==> src/common/ldc_pkg.sv <==
// Package for the lane drive control register bank
package ldc_pkg;

  // Register offsets on the two-wire port
  localparam logic [7:0] LDC_OFF_CLK = 8'h31;
  localparam logic [7:0] LDC_OFF_D0 = 8'h32;
  localparam logic [7:0] LDC_OFF_D1 = 8'h33;
  localparam logic [7:0] LDC_OFF_D2 = 8'h34;
  localparam logic [7:0] LDC_RD_UNMAPPED = 8'h00;

  // Lane index order: 0 clock lane, 1..3 data lanes 0..2
  localparam int LDC_LANES = 4;
  localparam logic [1:0] LDC_LANE_CLK = 2'h0;

  // Field positions inside each lane register
  localparam int LDC_SWG_MSB = 7;
  localparam int LDC_SWG_LSB = 5;
  localparam int LDC_EMP_MSB = 4;
  localparam int LDC_EMP_LSB = 3;
  localparam int LDC_RSV_MSB = 2;
  localparam int LDC_RSV_LSB = 0;

  // Reset values
  localparam logic [2:0] LDC_SWG_RST = 3'h0;
  localparam logic [1:0] LDC_EMP_RST = 2'h0;
  localparam logic [2:0] LDC_RSV_RST = 3'h0;

  // Emphasis codes
  localparam logic [1:0] LDC_EMP_NONE = 2'h0;
  localparam logic [1:0] LDC_EMP_3P5 = 2'h1;
  localparam logic [1:0] LDC_EMP_6P0 = 2'h2;
  localparam logic [1:0] LDC_EMP_RSV = 2'h3;

  // Emphasis levels in half-dB steps
  localparam logic [3:0] LDC_HDB_0 = 4'h0;
  localparam logic [3:0] LDC_HDB_3P5 = 4'h7;
  localparam logic [3:0] LDC_HDB_6P0 = 4'hc;

  // Two-wire framing
  localparam logic [3:0] LDC_BITS_BYTE = 4'h8;
  localparam logic [6:0] LDC_DEV_ADDR_DEF = 7'h2c;

  typedef struct packed {
    logic [2:0] swing;
    logic [1:0] emph;
  } ldc_drive_t;

  typedef struct packed {
    logic alt_link_enable_bit;
    logic per_lane_select_bit;
    logic lane_swap_bit;
    logic legacy_video_mode;
  } ldc_mode_t;

  typedef struct packed {
    logic [7:0] addr;
    logic [7:0] wdata;
    logic wr;
  } ldc_wr_t;

  // Swing code to signed percent change from the resistor-set level
  function automatic logic signed [5:0] ldc_swing_pct(input logic [2:0] c);
    case (c)
      3'h1: ldc_swing_pct = 6'sd7;
      3'h2: ldc_swing_pct = 6'sd14;
      3'h3: ldc_swing_pct = 6'sd21;
      3'h4: ldc_swing_pct = -6'sd30;
      3'h5: ldc_swing_pct = -6'sd21;
      3'h6: ldc_swing_pct = -6'sd14;
      3'h7: ldc_swing_pct = -6'sd7;
      default: ldc_swing_pct = 6'sd0;
    endcase
  endfunction

  // Emphasis code to level; the reserved code drives no emphasis
  function automatic logic [3:0] ldc_emph_hdb(input logic [1:0] c);
    case (c)
      LDC_EMP_3P5: ldc_emph_hdb = LDC_HDB_3P5;
      LDC_EMP_6P0: ldc_emph_hdb = LDC_HDB_6P0;
      default: ldc_emph_hdb = LDC_HDB_0;
    endcase
  endfunction

endpackage

==> src/verilog/ldc_lane_drive_regs.sv <==
// Per-lane swing and pre-emphasis register bank behind the two-wire port
//
// Functional notes
// - Swing code sets level: 000 resistor, +7/14/21 percent, -30/21/14/7 percent.
// - Emphasis code: 00 none, 01 3.5 dB, 10 6 dB, 11 reserved.
// - Lane fields act only with per-lane select set, else global settings.
// - Lane registers count as valid only while alternate link mode enabled.
// - Legacy mode with swap zero ignores clock emphasis writes, no emphasis.
// - Reset clears swing, emphasis and reserved bits of every lane.
// - Data lanes 0, 1, 2 at 32h, 33h, 34h; swing 7:5, emphasis 4:3.
// - Clock lane register at 31h with the same field layout.
module ldc_lane_drive_regs #(
  parameter logic [6:0] DEV_ADDR = ldc_pkg::LDC_DEV_ADDR_DEF
) (
  input wire logic clk,
  input wire logic srst,
  input wire logic scl_pin,
  input wire logic sda_pin_in,
  output logic sda_oe_n,
  input wire ldc_pkg::ldc_mode_t mode,
  input wire ldc_pkg::ldc_drive_t global_drive,
  output ldc_pkg::ldc_drive_t [3:0] lane_drive,
  output logic [3:0][5:0] lane_swing_pct,
  output logic [3:0][3:0] lane_emph_hdb,
  output logic [3:0] lane_emph_rsv,
  output logic per_lane_active
);

  logic scl_m_r;
  logic scl_s_r;
  logic sda_m_r;
  logic sda_s_r;
  ldc_pkg::ldc_wr_t wr_req;
  logic [7:0] rd_addr;
  logic [7:0] rd_data;
  logic [2:0] swg_r [ldc_pkg::LDC_LANES];
  logic [1:0] emp_r [ldc_pkg::LDC_LANES];
  logic [2:0] rsv_r [ldc_pkg::LDC_LANES];
  logic [1:0] wr_lane;
  logic wr_hit;
  logic [1:0] rd_lane;
  logic rd_hit;
  logic clk_emp_lock;
  logic lane_sel;
  logic emp_wr_block;
  ldc_pkg::ldc_drive_t eff [ldc_pkg::LDC_LANES];

  // Offset to lane index; the four registers sit on consecutive offsets
  function automatic logic ldc_hit(input logic [7:0] a);
    ldc_hit = (a >= ldc_pkg::LDC_OFF_CLK) && (a <= ldc_pkg::LDC_OFF_D2);
  endfunction

  function automatic logic [1:0] ldc_lane(input logic [7:0] a);
    logic [7:0] d;
    d = a - ldc_pkg::LDC_OFF_CLK;
    ldc_lane = d[1:0];
  endfunction

  // Pins are asynchronous to clk, so two flops first
  // Reset to the idle high level so no false edge follows reset
  always_ff @(posedge clk)
  begin
    if (srst)
    begin
      scl_m_r <= 1'b1;
      scl_s_r <= 1'b1;
    end
    else
    begin
      scl_m_r <= scl_pin;
      scl_s_r <= scl_m_r;
    end
  end

  always_ff @(posedge clk)
  begin
    if (srst)
    begin
      sda_m_r <= 1'b1;
      sda_s_r <= 1'b1;
    end
    else
    begin
      sda_m_r <= sda_pin_in;
      sda_s_r <= sda_m_r;
    end
  end

  ldc_twi_target #(
    .DEV_ADDR(DEV_ADDR)
  ) u_twi (
    .clk(clk),
    .srst(srst),
    .scl_s(scl_s_r),
    .sda_s(sda_s_r),
    .sda_oe_n(sda_oe_n),
    .wr_req(wr_req),
    .rd_addr(rd_addr),
    .rd_data(rd_data)
  );

  assign wr_hit = wr_req.wr && ldc_hit(wr_req.addr);
  assign wr_lane = ldc_lane(wr_req.addr);
  assign rd_hit = ldc_hit(rd_addr);
  assign rd_lane = ldc_lane(rd_addr);

  // Clock lane emphasis is locked in legacy mode without swap
  assign clk_emp_lock = mode.legacy_video_mode & ~mode.lane_swap_bit;

  // Lane fields only steer drive with alternate mode and lane select
  assign lane_sel = mode.alt_link_enable_bit & mode.per_lane_select_bit;

  // A locked clock lane drops only its emphasis bits, the rest still land
  assign emp_wr_block = clk_emp_lock &&
    (wr_lane == ldc_pkg::LDC_LANE_CLK);

  // Swing fields
  always_ff @(posedge clk)
  begin
    if (srst)
    begin
      for (int i = 0; i < ldc_pkg::LDC_LANES; i++)
        swg_r[i] <= ldc_pkg::LDC_SWG_RST;
    end
    else if (wr_hit)
    begin
      swg_r[wr_lane] <=
        wr_req.wdata[ldc_pkg::LDC_SWG_MSB:ldc_pkg::LDC_SWG_LSB];
    end
  end

  // Emphasis fields
  always_ff @(posedge clk)
  begin
    if (srst)
    begin
      for (int i = 0; i < ldc_pkg::LDC_LANES; i++)
        emp_r[i] <= ldc_pkg::LDC_EMP_RST;
    end
    else if (wr_hit && !emp_wr_block)
    begin
      emp_r[wr_lane] <=
        wr_req.wdata[ldc_pkg::LDC_EMP_MSB:ldc_pkg::LDC_EMP_LSB];
    end
  end

  // Reserved bits are plain storage for the host
  always_ff @(posedge clk)
  begin
    if (srst)
    begin
      for (int i = 0; i < ldc_pkg::LDC_LANES; i++)
        rsv_r[i] <= ldc_pkg::LDC_RSV_RST;
    end
    else if (wr_hit)
    begin
      rsv_r[wr_lane] <=
        wr_req.wdata[ldc_pkg::LDC_RSV_MSB:ldc_pkg::LDC_RSV_LSB];
    end
  end

  // Read data follows the pointer combinationally; unmapped reads zero
  always_comb
  begin
    rd_data = ldc_pkg::LDC_RD_UNMAPPED;
    if (rd_hit)
      rd_data = {swg_r[rd_lane], emp_r[rd_lane], rsv_r[rd_lane]};
  end

  // Reserved bits take no part in the drive selection
  always_comb
  begin
    for (int i = 0; i < ldc_pkg::LDC_LANES; i++)
    begin
      eff[i] = global_drive;
      if (lane_sel)
      begin
        eff[i].swing = swg_r[i];
        eff[i].emph = emp_r[i];
      end
    end
    if (clk_emp_lock)
      eff[ldc_pkg::LDC_LANE_CLK].emph = ldc_pkg::LDC_EMP_NONE;
  end

  // Drive outputs are registered so the analog side sees clean levels
  always_ff @(posedge clk)
  begin
    if (srst)
      per_lane_active <= 1'b0;
    else
      per_lane_active <= lane_sel;
  end

  always_ff @(posedge clk)
  begin
    if (srst)
      lane_drive <= '0;
    else
    begin
      for (int i = 0; i < ldc_pkg::LDC_LANES; i++)
        lane_drive[i] <= eff[i];
    end
  end

  // Decoded here once, so the analog side needs no table of its own
  always_ff @(posedge clk)
  begin
    if (srst)
      lane_swing_pct <= '0;
    else
    begin
      for (int i = 0; i < ldc_pkg::LDC_LANES; i++)
        lane_swing_pct[i] <= ldc_pkg::ldc_swing_pct(eff[i].swing);
    end
  end

  always_ff @(posedge clk)
  begin
    if (srst)
      lane_emph_hdb <= '0;
    else
    begin
      for (int i = 0; i < ldc_pkg::LDC_LANES; i++)
        lane_emph_hdb[i] <= ldc_pkg::ldc_emph_hdb(eff[i].emph);
    end
  end

  // The reserved code drives nothing, but the flag lets the host see it
  always_ff @(posedge clk)
  begin
    if (srst)
      lane_emph_rsv <= '0;
    else
    begin
      for (int i = 0; i < ldc_pkg::LDC_LANES; i++)
        lane_emph_rsv[i] <= (eff[i].emph == ldc_pkg::LDC_EMP_RSV);
    end
  end

endmodule

==> src/verilog/ldc_twi_target.sv <==
// Two-wire register port target: byte pointer, writes and reads
module ldc_twi_target #(
  parameter logic [6:0] DEV_ADDR = ldc_pkg::LDC_DEV_ADDR_DEF
) (
  input wire logic clk,
  input wire logic srst,
  input wire logic scl_s,
  input wire logic sda_s,
  output logic sda_oe_n,
  output ldc_pkg::ldc_wr_t wr_req,
  output logic [7:0] rd_addr,
  input wire logic [7:0] rd_data
);

  typedef enum logic [2:0] {ST_IDLE, ST_DEV, ST_REG, ST_WR, ST_RD} ldc_tst_t;

  ldc_tst_t state_r;
  logic scl_d_r;
  logic sda_d_r;
  logic [3:0] cnt_r;
  logic [7:0] sh_r;
  logic ack_r;
  logic rnw_r;
  logic [7:0] ptr_r;
  logic drv_low_r;
  logic start_c;
  logic stop_c;
  logic rise_c;
  logic fall_c;
  logic byte_done_c;

  // Inputs here are already synchronised; these delays only find edges
  always_ff @(posedge clk)
  begin
    if (srst)
    begin
      scl_d_r <= 1'b1;
      sda_d_r <= 1'b1;
    end
    else
    begin
      scl_d_r <= scl_s;
      sda_d_r <= sda_s;
    end
  end

  assign start_c = scl_s & scl_d_r & sda_d_r & ~sda_s;
  assign stop_c = scl_s & scl_d_r & ~sda_d_r & sda_s;
  assign rise_c = scl_s & ~scl_d_r;
  assign fall_c = ~scl_s & scl_d_r;
  assign byte_done_c = (cnt_r == ldc_pkg::LDC_BITS_BYTE);
  assign sda_oe_n = ~drv_low_r;
  assign rd_addr = ptr_r;

  always_ff @(posedge clk)
  begin
    if (srst)
    begin
      state_r <= ST_IDLE;
      cnt_r <= 4'h0;
      sh_r <= 8'h00;
      ack_r <= 1'b0;
      rnw_r <= 1'b0;
      ptr_r <= 8'h00;
      drv_low_r <= 1'b0;
      wr_req <= '0;
    end
    else
    begin
      wr_req.wr <= 1'b0;
      if (start_c)
      begin
        state_r <= ST_DEV;
        cnt_r <= 4'h0;
        ack_r <= 1'b0;
        drv_low_r <= 1'b0;
      end
      else if (stop_c)
      begin
        state_r <= ST_IDLE;
        drv_low_r <= 1'b0;
      end
      else
      begin
        case (state_r)
          ST_IDLE:
          begin
            drv_low_r <= 1'b0;
          end
          ST_DEV, ST_REG, ST_WR:
          begin
            if (rise_c && !byte_done_c)
            begin
              sh_r <= {sh_r[6:0], sda_s};
              cnt_r <= cnt_r + 4'h1;
            end
            else if (fall_c && byte_done_c && !ack_r)
            begin
              ack_r <= 1'b1;
              if (state_r != ST_DEV || sh_r[7:1] == DEV_ADDR)
                drv_low_r <= 1'b1;
              else
                state_r <= ST_IDLE;
              if (state_r == ST_DEV)
                rnw_r <= sh_r[0];
              else if (state_r == ST_REG)
                ptr_r <= sh_r;
              else
              begin
                wr_req.addr <= ptr_r;
                wr_req.wdata <= sh_r;
                wr_req.wr <= 1'b1;
              end
            end
            else if (fall_c && ack_r)
            begin
              ack_r <= 1'b0;
              cnt_r <= 4'h0;
              if (state_r == ST_WR)
                ptr_r <= ptr_r + 8'h01;
              if (state_r == ST_DEV && rnw_r)
              begin
                state_r <= ST_RD;
                sh_r <= rd_data;
                drv_low_r <= ~rd_data[7];
              end
              else
              begin
                drv_low_r <= 1'b0;
                state_r <= (state_r == ST_DEV) ? ST_REG : ST_WR;
              end
            end
          end
          ST_RD:
          begin
            // Master acknowledge: a high level ends the read burst
            if (rise_c && byte_done_c)
            begin
              if (sda_s)
                state_r <= ST_IDLE;
              else
                ack_r <= 1'b1;
            end
            else if (rise_c)
              cnt_r <= cnt_r + 4'h1;
            else if (fall_c && byte_done_c && !ack_r)
            begin
              // Last bit is out; free the line for the master's answer
              drv_low_r <= 1'b0;
              ptr_r <= ptr_r + 8'h01;
            end
            else if (fall_c && byte_done_c)
            begin
              ack_r <= 1'b0;
              cnt_r <= 4'h0;
              sh_r <= rd_data;
              drv_low_r <= ~rd_data[7];
            end
            else if (fall_c)
            begin
              drv_low_r <= ~sh_r[6];
              sh_r <= {sh_r[6:0], 1'b0};
            end
          end
          default:
          begin
            state_r <= ST_IDLE;
          end
        endcase
      end
    end
  end

endmodule

==> config.mk <==
export PLATFORM = sky130hd
export DESIGN_NAME = ldc_lane_drive_regs
export DESIGN_NICKNAME = d
export VERILOG_FILES = /design/src/common/ldc_pkg.sv /design/src/verilog/ldc_lane_drive_regs.sv /design/src/verilog/ldc_twi_target.sv
export SDC_FILE = /design/constraint.sdc
export NUM_CORES = 1
export LEC_CHECK = 0
export BUFFER_PORTS_ARGS = -buffer_cell sky130_fd_sc_hd__clkbuf_2
export CORE_MARGIN = 10
export CORE_UTILIZATION = 58
export DETAILED_ROUTE_END_ITERATION = 16
export HOLD_SLACK_MARGIN = 0.12
export PLACE_DENSITY = 0.89
export SLEW_MARGIN = 30
export SYNTH_ARGS = -nofsm -noshare
export SYNTH_HDL_FRONTEND = slang
export SYNTH_SLANG_ARGS = --single-unit
==> constraint.sdc <==
create_clock -name clk -period 3.6 [get_ports clk]
set_clock_uncertainty 0.2 [all_clocks]
set_input_delay 0.36 -clock clk [delete_from_list [all_inputs] [get_ports clk]]
set_output_delay 0.36 -clock clk [all_outputs]
set_load 0.01 [all_outputs]
==> metrics.md, run 1 <==
| Metric | Value |
|---|---|
| Status | finished, final reports clean |
| Tot GR Track Use | 0.208 |
| Mapped Avg Cell Area | 10.2 sq um |
| Max Cap Violations | 0 |
| Dpl hpwl | 10500 um |
| Later-pin clock latency in the skew report | 530 ps |
| Initial Utilization | 0.597 |
| CP Cell Sequence | inv_1 > ha_1 > or3b_2 > o2111ai_1 > nor2_1 > and3_1 > or2_2 |
| Area after DPL | 0.00658 sq mm |
| Critical Path Source Type | register |
| Final nets | 715 |
| Post-route cell area | 0.00726 sq mm |
| Switching power share of the total | 0.272 |
| Drt first pass iters | 6 |
| Synth Warn # | 0 |
| Layout cells sized above 1 | 0.215 |
| Seq pwr share | 0.458 |
| Layout area overhead | 17.8% |
| Peak supply drop | 0.363 mV |
| Die area | 0.0151 sq mm |
| CTS H-tree depth | 4 |
| Clock slew at reported path FFs | 70 ps |
| CTS resizes | 0 |
| Synthesized area | 0.00616 sq mm |
| Top_reg_cell synth | dfxtp_1 |
| Top cells by area, synth | dfxtp_1 36%, edfxtp_1 16%, nor2_1 5.1%, ha_1 4.5%, a21oi_1 3.3% |
| Placer Congestion | 0.951 |
| Highest Clock Rate | 0.358 GHz |
| Slew Limit Fails | 0 |
| Routed len/inst | 18.9 um |
| Die W | 123 um |
| I/O pin cnt | 79 |
| Diodes inserted | 0 |
| Via/cell ratio | 6.03 |
| Final Core Density | 0.704 |
| Tcrit/Tclk final | 0.775 |
| CTS tree | done |
| Final setup vio count | 0 |
| Largest net degree at the start of global routing | 72 |
| DR vias | 5002 |
| Hold crit path type | input pin to register |
| FP Rows | 37 |
| Final wirelength | 15700 um |
| Yosys top cell by area | dfxtp_1 |
| Critical Path Max Stage Delay | 440 ps |
| Seq/Total Area, Yosys | 0.513 |
| Critical path's slowest cell | dfxtp_1 |
| Routed Antenna Nets | 0 |
| Syn_nets | 639 |
| Worst Path Max Fanout | 10 |
| Switching power | 1.04 mW |
| Slew of the pin with the lowest slew margin | 772 ps |
| Area fraction of the dominant cell type after synthesis | 0.357 |
| CP Capture Type | register |
| RSZ-0062 raised after global routing | no |
| Critical Path AT | 2830 ps |
| Setup TNS | 0 ps |
| Core region area | 0.0103 sq mm |
| Count leader, synth | dfxtp_1 |
| Cells after synthesis | 604 |
| Global route overflow | 0 |
| DRT iter0 DRCs | 595 |
| Post-synth top cells | 110 x dfxtp_1, 83 x nor2_1, 41 x a21oi_1 |
| Antenna violations before repair | 0 |
| WS Path Type | register to register |
| Synthesized flop and latch total | 142 |
| Crit path time final | 2790 ps |
| Pint | 2.80 mW |
| Vias in the first global route | 4862 |
| Post-synth EDFFs | 32 |
| Asr flop ratio synth | 0 |
| Slew headroom | 0.484 |
| Total power | 3.84 mW |
| Residual DRC | 0 |
| Root buffer cell | clkbuf_8 |
| First-pass GRT wire length | 24800 um |
| Pwr/cell area | 529 mW/mm^2 |
| Clock tree buffer depth | 2 |
| Placed cell count | 788 |
| LEAKAGE | 2.91 nW |
| TritonCTS buffer count | 17 |
| Clk sink count | 142 |
| Die height | 123 um |
| Final hold viol count | 0 |
| Combinational Power Share | 0.093 |
| Non-Filler Instances | 829 |
| Buffers on Ports | 78 |
| Unique cell type count in the Yosys netlist | 63 |
| Fillers | 663 |
| Clock network fraction of total power | 0.449 |
| Crit path required time | 3640 ps |
## placed cells by master (no fill, tap or decap), drive strengths merged, types with 3 or more instances in the layout
cell type / instances
buf: 6
nor3b: 3
a21o: 6
o21ai: 9
a21oi: 41
nor3: 11
mux4: 8
a211oi: 6
o211ai: 3
clkbuf: 94
edfxtp: 32
dfxtp: 110
o31a: 3
o21bai: 3
a221oi: 8
inv: 30
dlygate4sd3: 9
or2: 15
o21a: 4
nand3b: 7
nand3: 16
nand2b: 11
ha: 22
nand2: 20
o31ai: 7
a31oi: 5
clkinv: 5
nor4: 4
o32ai: 3
mux2i: 19
and3: 5
or3b: 3
nor2: 83
and2: 32
nor2b: 20
## registers in the layout, indices dropped and copies added (netlist names), 3 cells and up
signal and cells:
emp_r 8, lane_drive 20, lane_emph_hdb 12, lane_emph_rsv 4, lane_swing_pct 24, rsv_r 12, swg_r 12, u_twi.cnt_r 4
u_twi.rd_addr 8, u_twi.sh_r 8, u_twi.state_r 3, u_twi.wr_req 17
## cell families after synthesis
kind of cell,Yosys count,synth area share
and+or+nand+nor,238,0.204
muxes,27,0.0601
AOI/OAI and AO/OA,116,0.132
adders and majority gates,22,0.0447
DFF,142,0.513
xor gates and xnor gates,2,0.00284
buffers and inverters,57,0.0430
## power groups by stage
| stage | logic [mW] | registers, mW | clock network (mW) |
|---|---|---|---|
| 2_1_floorplan | 0.221 | 1.79 | 0 |
| 5_1_grt | 0.391 | 1.76 | 1.81 |
| 3_5_place_dp | 0.338 | 1.79 | 0 |
| 4_1_cts | 0.356 | 1.75 | 1.74 |
| 6_report | 0.358 | 1.76 | 1.72 |
| 3_3_place_gp | 0.326 | 1.78 | 0 |
## final timing paths
kind | cells past startpoint | end | slack, ps | startpoint
max | 7 | rsv_r[0][0] | 810 | u_twi.wr_req[9]
min | 4 | lane_drive[10] | 170 | global_drive[0]
max reg2reg | 7 | rsv_r[0][0] | 810 | u_twi.wr_req[9]
min reg2reg | 1 | scl_s_r | 210 | scl_m_r
## timing repair
item                       4_1_cts  5_1_grt
setup buffers                    0        0
setup endpoints to repair        0        0
hold buffers                     9        0
hold endpoints to repair        37        0
## per-stage QoR
stage / setup WS [ps] / hold slack, ps
CTS: 869 / 153
detailed placement: 916 / 207
floorplan: 1020 / 189
finish: 810 / 165
global placement: 1060 / 195
global route: 549 / 211
## layer usage
metal	routed length (um)	GRT usage
met5	0	0
met4	493	0.103
met3	1450	0.0506
met2	7910	0.341
met1	5840	0.251
## worst max-delay path, delay by kind of cell, from the launching register on
| kind | cells | cell delay, ps |
|---|---|---|
| compound gates | 1 | 200 |
| fa+ha+maj | 1 | 210 |
| buf+inv | 1 | 140 |
| flops | 1 | 440 |
| simple gates | 4 | 1300 |
## final cells by class
class	count	area [sq um]	share of cell area
Clock buffer	17	414	0.0570
Clock inverter	15	176	0.0243
Inverter	22	82.6	0.0114
Multi-Input combinational cell	405	2740	0.377
Sequential cell	142	3160	0.435
Tap cell	136	170	0.0234
Timing Repair Buffer	92	520	0.0717
(Power assumes the default switching activity.)
==> run 2: changes to the inputs <==
Clock period 3.6 ns to 2.85 ns, I/O delays scaled along.
==> run 2 against run 1 <==
Compared with the run above: via count up 2.6%; register-to-register slack worse by 730 ps; cell count up 1.3%; sequential power up 26%; worst hold slack better by 0.75 ps; die area unchanged; critical endpoint is now rsv_r[0][2]; largest cell class unchanged.
==> metrics.md, run 2 (synthesized netlist as in run 1, its figures left out) <==
| Metric | Value |
|---|---|
| Hold crit path type | input pin to register |
| Post-route cell area | 0.00733 sq mm |
| Commonest non-fill, non-tap cells in the layout | 110 x dfxtp_1, 82 x nor2_1, 77 x clkbuf_2, 41 x a21oi_1 |
| Slew Limit Fails | 0 |
| DR vias | 5130 |
| Largest register by flop count | lane_swing_pct |
| Diodes inserted | 0 |
| Die height | 123 um |
| Final Core Density | 0.710 |
| Placer Congestion | 0.864 |
| Antenna violations before repair | 0 |
| Peak supply drop | 0.346 mV |
| I/O pin cnt | 79 |
| Initial Utilization | 0.597 |
| Crit path required time | 2890 ps |
| Tcrit/Tclk final | 0.973 |
| Critical Path AT | 2810 ps |
| Critical Path Max Stage Delay | 460 ps |
| Final nets | 726 |
| Setup ws final | 76.9 ps |
| Routed len/inst | 20.2 um |
| Worst path bufs/invs | 1 |
| Critical path's slowest cell | dfxtp_1 |
| Clock tree buffer depth | 2 |
| Clock slew at reported path FFs | 70 ps |
| Top Registers | lane_swing_pct x24, lane_drive x20, u_twi.wr_req x17 |
| CTS tree | done |
| CP Capture Type | register |
| Slew of the pin with the lowest slew margin | 634 ps |
| Via/cell ratio | 6.11 |
| Critical Path Source Type | register |
| Layout area overhead | 19.0% |
| Slew headroom | 0.578 |
| DRT iter0 DRCs | 645 |
| Highest Clock Rate | 0.361 GHz |
| Tot GR Track Use | 0.217 |
| Routed Antenna Nets | 0 |
| Final wirelength | 17000 um |
| Max reg flops | 24 |
| Setup TNS | 0 ps |
| LEAKAGE | 2.95 nW |
| Max Cap Violations | 0 |
| RSZ-0062 raised after global routing | no |
| Pwr/cell area | 650 mW/mm^2 |
| Residual DRC | 0 |
| Final setup vio count | 0 |
| Fillers | 659 |
| Global route overflow | 0 |
| Die W | 123 um |
| Root buffer cell | clkbuf_8 |
| Vias in the first global route | 4954 |
| Worst Path Max Fanout | 10 |
| Drt first pass iters | 5 |
| Layout cells sized above 1 | 0.224 |
| Core region area | 0.0103 sq mm |
| Kind of cell adding the most delay to the critical path | simple AND/OR/NAND/NOR gates |
| CTS H-tree depth | 4 |
| Dpl hpwl | 10500 um |
| Dpl ws | 50.3 ps |
| Final hold viol count | 0 |
| CP Cell Sequence | inv_1 > ha_1 > or3b_2 > o2111ai_2 > nor2_4 > and3_1 > or2_2 |
| Largest net degree at the start of global routing | 60 |
| Status | finished, final reports clean |
| Crit path time final | 2770 ps |
| Die area | 0.0151 sq mm |
| WS Path Type | register to register |
| Later-pin clock latency in the skew report | 530 ps |
| Clk sink count | 142 |
| Post CTS Setup Buffer Count | 0 |
| Buffers on Ports | 78 |
| Most common cell after layout, fill and taps aside | dfxtp_1 |
| FP Rows | 37 |
| Area after DPL | 0.00664 sq mm |
| First-pass GRT wire length | 26200 um |
| TritonCTS buffer count | 17 |
run 2: changes by cell type in the layout (fill, tap and decap cells not counted), sizes merged:
cell | previous run | this run
inv | 30 | 28
buf | 6 | 14
clkbuf | 94 | 97
dlygate4sd3 | 9 | 12
clkinvlp | 1 | 0
bufinv | 1 | 0
clkinv | 5 | 6
run 2: where the power goes:
| part | total, mW | internal, mW | switching [mW] |
|---|---|---|---|
| Sequential | 2.22 | 2.15 | 0.0679 |
| Clock | 2.09 | 1.17 | 0.917 |
| Combinational | 0.464 | 0.176 | 0.288 |
run 2: final cells by class:
class	instances	area, sq um	share of cell area
Clock buffer	20	457	0.0623
Clock inverter	12	101	0.0138
Inverter	22	82.6	0.0113
Multi-Input combinational cell	405	2750	0.375
Sequential cell	142	3160	0.431
Tap cell	136	170	0.0232
Timing Repair Buffer	103	611	0.0833
run 2: path summary, 6_finish.rpt:
check	start	end	slack (ps)	cells past startpoint
worst min-delay path	global_drive[2]	lane_swing_pct[6]	170	4
worst max-delay path	u_twi.wr_req[9]	rsv_r[0][2]	80	7
worst min register to register	sda_m_r	sda_s_r	200	1
worst max register to register	u_twi.wr_req[9]	rsv_r[0][2]	80	7
run 2: worst min-delay path, cell delays in order:
cell and delay [ps]:
clkbuf_2 110, and2_1 240, a21oi_1 130, nor2_1 90
run 2: layer usage:
metal	vias to the layer above	routed length, um	GRT usage
li1	2295	-	-
met1	2437	6050	0.243
met2	325	8720	0.377
met3	73	1570	0.0570
met4	0	612	0.106
met5	-	0	0
run 2: timing repair:
item | 4_1_cts | 5_1_grt
resized for setup | 0 | 3
endpoints found under the hold margin | 37 | 0
hold buffers | 12 | 0
endpoints found under the setup margin | 0 | 32
run 2: stage by stage:
| stage | total power [mW] | hold slack, ps | std cells |
|---|---|---|---|
| floorplan | 2.54 | 189 | 604 |
| global placement | 2.66 | 193 | 796 |
| detailed placement | 2.68 | 198 | 796 |
| CTS | 4.75 | 125 | 840 |
| global route | 4.91 | 181 | 840 |
| finish | 4.77 | 166 | 840 |
==> run 3: changes to the inputs <==
Settings changed: BUFFER_PORTS_ARGS -buffer_cell sky130_fd_sc_hd__clkbuf_2 to not set, CELL_PAD_IN_SITES_DETAIL_PLACEMENT set to 0, CELL_PAD_IN_SITES_GLOBAL_PLACEMENT set to 1, CORE_MARGIN 10 to 1, CORE_UTILIZATION 58 to 49, DONT_BUFFER_PORTS set to 1, PLACE_DENSITY 0.89 to 0.87.
==> run 3 against run 2 <==
Compared with the run above: register-to-register slack better by 120 ps; clock power barely moved; sequential power barely moved; global-route usage shrank 0.55 points; cell count down 5.6%; via count fell by 13%.
==> metrics.md, run 3 (synthesized netlist as in run 1, its figures left out) <==
| Metric | Value |
|---|---|
| Status | finished, final reports clean |
| Drt first pass iters | 5 |
| Max Cap Violations | 0 |
| Clock tree buffer depth | 2 |
| First-pass GRT wire length | 21300 um |
| Crit path time final | 2650 ps |
| Diodes inserted | 0 |
| Max reg flops | 24 |
| Final nets | 647 |
| Setup TNS | 0 ps |
| Layout area overhead | 13.4% |
| Clk sink count | 142 |
| Top Usage Layer GRT | met2 |
| FF-to-FF path depth | 7 |
| Routed Antenna Nets | 0 |
| Largest net degree at the start of global routing | 114 |
| GR Layer Usage met2 | 0.337 |
| Layout cells sized above 1 | 0.123 |
| WP depth | 7 |
| CTS H-tree depth | 4 |
| Die W | 114 um |
| Internal reg-to-reg setup slack | 200 ps |
| Worst Path Max Fanout | 10 |
| Buffers on Ports | 0 |
| LEAKAGE | 2.61 nW |
| Area occupied by multi-input gates | 0.00275 sq mm |
| Die height | 114 um |
| Critical Path AT | 2610 ps |
| Final setup vio count | 0 |
| FP Rows | 40 |
| Post-route cell area | 0.00699 sq mm |
| Crit path required time | 2810 ps |
| Tot GR Track Use | 0.211 |
| Global route overflow | 0 |
| Antenna violations before repair | 0 |
| Final hold viol count | 0 |
| CTS tree | done |
| Sequential cell area | 0.00316 sq mm |
| CP Cell Sequence | inv_1 > ha_1 > or3b_2 > o2111ai_1 > nor2_4 > and3_1 > or2_2 |
| Worst hold stages | 3 |
| Root buffer cell | clkbuf_16 |
| Pwr/cell area | 669 mW/mm^2 |
| DRT iter0 DRCs | 322 |
| CP Capture Type | register |
| Final wirelength | 13100 um |
| Initial Utilization | 0.509 |
| Critical path's slowest cell | or3b_2 |
| Hold crit path type | input pin to register |
| Residual DRC | 0 |
| Vias in the first global route | 4235 |
| Met1 usage | 0.274 |
| Met3 GRT Util | 0.0572 |
| Peak supply drop | 0.371 mV |
| Fillers | 1040 |
| Commonest non-fill, non-tap cells in the layout | 110 x dfxtp_1, 82 x nor2_1, 41 x a21oi_1, 32 x and2_1, 32 x edfxtp_1 |
| Hold slack | 133 ps |
| Highest Clock Rate | 0.377 GHz |
| Slew of the pin with the lowest slew margin | 693 ps |
| Later-pin clock latency in the skew report | 420 ps |
| Kind of cell adding the most delay to the critical path | simple AND/OR/NAND/NOR gates |
| WS Path Type | register to register |
| Critical Path Source Type | register |
| Slew Limit Fails | 0 |
| Critical Path Max Stage Delay | 450 ps |
| Dpl hpwl | 8980 um |
| Slew headroom | 0.538 |
| Clock slew at reported path FFs | 60 ps |
| Placer Congestion | 0.892 |
| Top Registers | lane_swing_pct x24, lane_drive x20, u_twi.wr_req x17 |
| Routed len/inst | 16.5 um |
| Tcrit/Tclk final | 0.930 |
| Core region area | 0.0121 sq mm |
| Via/cell ratio | 5.64 |
| RSZ-0062 raised after global routing | no |
| Largest register by flop count | lane_swing_pct |
| Die area | 0.0130 sq mm |
| I/O pin cnt | 79 |
| DR vias | 4473 |
| Area after DPL | 0.00627 sq mm |
| Final Core Density | 0.577 |
| TritonCTS buffer count | 17 |
| Most common cell after layout, fill and taps aside | dfxtp_1 |
| Worst path bufs/invs | 1 |
==> run 3: cell types whose count changed in the layout (fill, tap and decap cells not counted), sizes merged <==
| cell | change |
|---|---|
| clkinv | -1 |
| buf | -3 |
| clkbuf | -77 |
| dlygate4sd3 | +1 |
| bufinv | +1 |
| inv | -1 |
| clkinvlp | +1 |
==> run 3: timing repair <==
action / 4_1_cts / 5_1_grt
endpoints found under the hold margin: 141 / 6
resized for setup: 0 / 3
setup buffers: 0 / 0
endpoints found under the setup margin: 0 / 14
hold buffers: 13 / 1
==> run 3: worst register-to-register path, cell delays in order (launching register included) <==
cell and delay [ps]:
dfxtp_1 370, inv_1 160, ha_1 160, or3b_2 450
o2111ai_1 270, nor2_4 110, and3_1 300, or2_2 370
==> run 3: cell type report <==
type / instances / area share
sequential: 142 / 0.452
multi-input combinational: 405 / 0.393
clock buffer: 20 / 0.0639
timing repair buffer: 24 / 0.0333
tap: 168 / 0.0301
clock inverter: 12 / 0.0159
inverter: 22 / 0.0118
==> run 3: report_power, final <==
group / switching (mW) / internal, mW / total [mW]
Clock: 0.852 / 1.23 / 2.08
Combinational: 0.209 / 0.132 / 0.341
Sequential: 0.0987 / 2.15 / 2.25
==> run 3: through the flow <==
stage               power, mW  worst slack [ps]  cells
finish                   4.68               200    793
global route             4.86              45.3    793
CTS                      4.70              88.2    792
detailed placement       2.59               146    747
global placement         2.58               305    747
floorplan                2.54               273    604
==> run 3: metal layers <==
metal	up-vias	share of wire
met2	153	0.49
met1	2157	0.45
met5	-	0
li1	2140	-
met4	0	0.017
met3	23	0.051
==> run 3: final timing paths <==
kind                                 startpoint            end
worst max-delay path            u_twi.wr_req[9]    rsv_r[0][0]
worst min-delay path                    mode[0]  lane_drive[1]
worst max register to register  u_twi.wr_req[9]    rsv_r[0][0]
worst min register to register          scl_m_r        scl_s_r
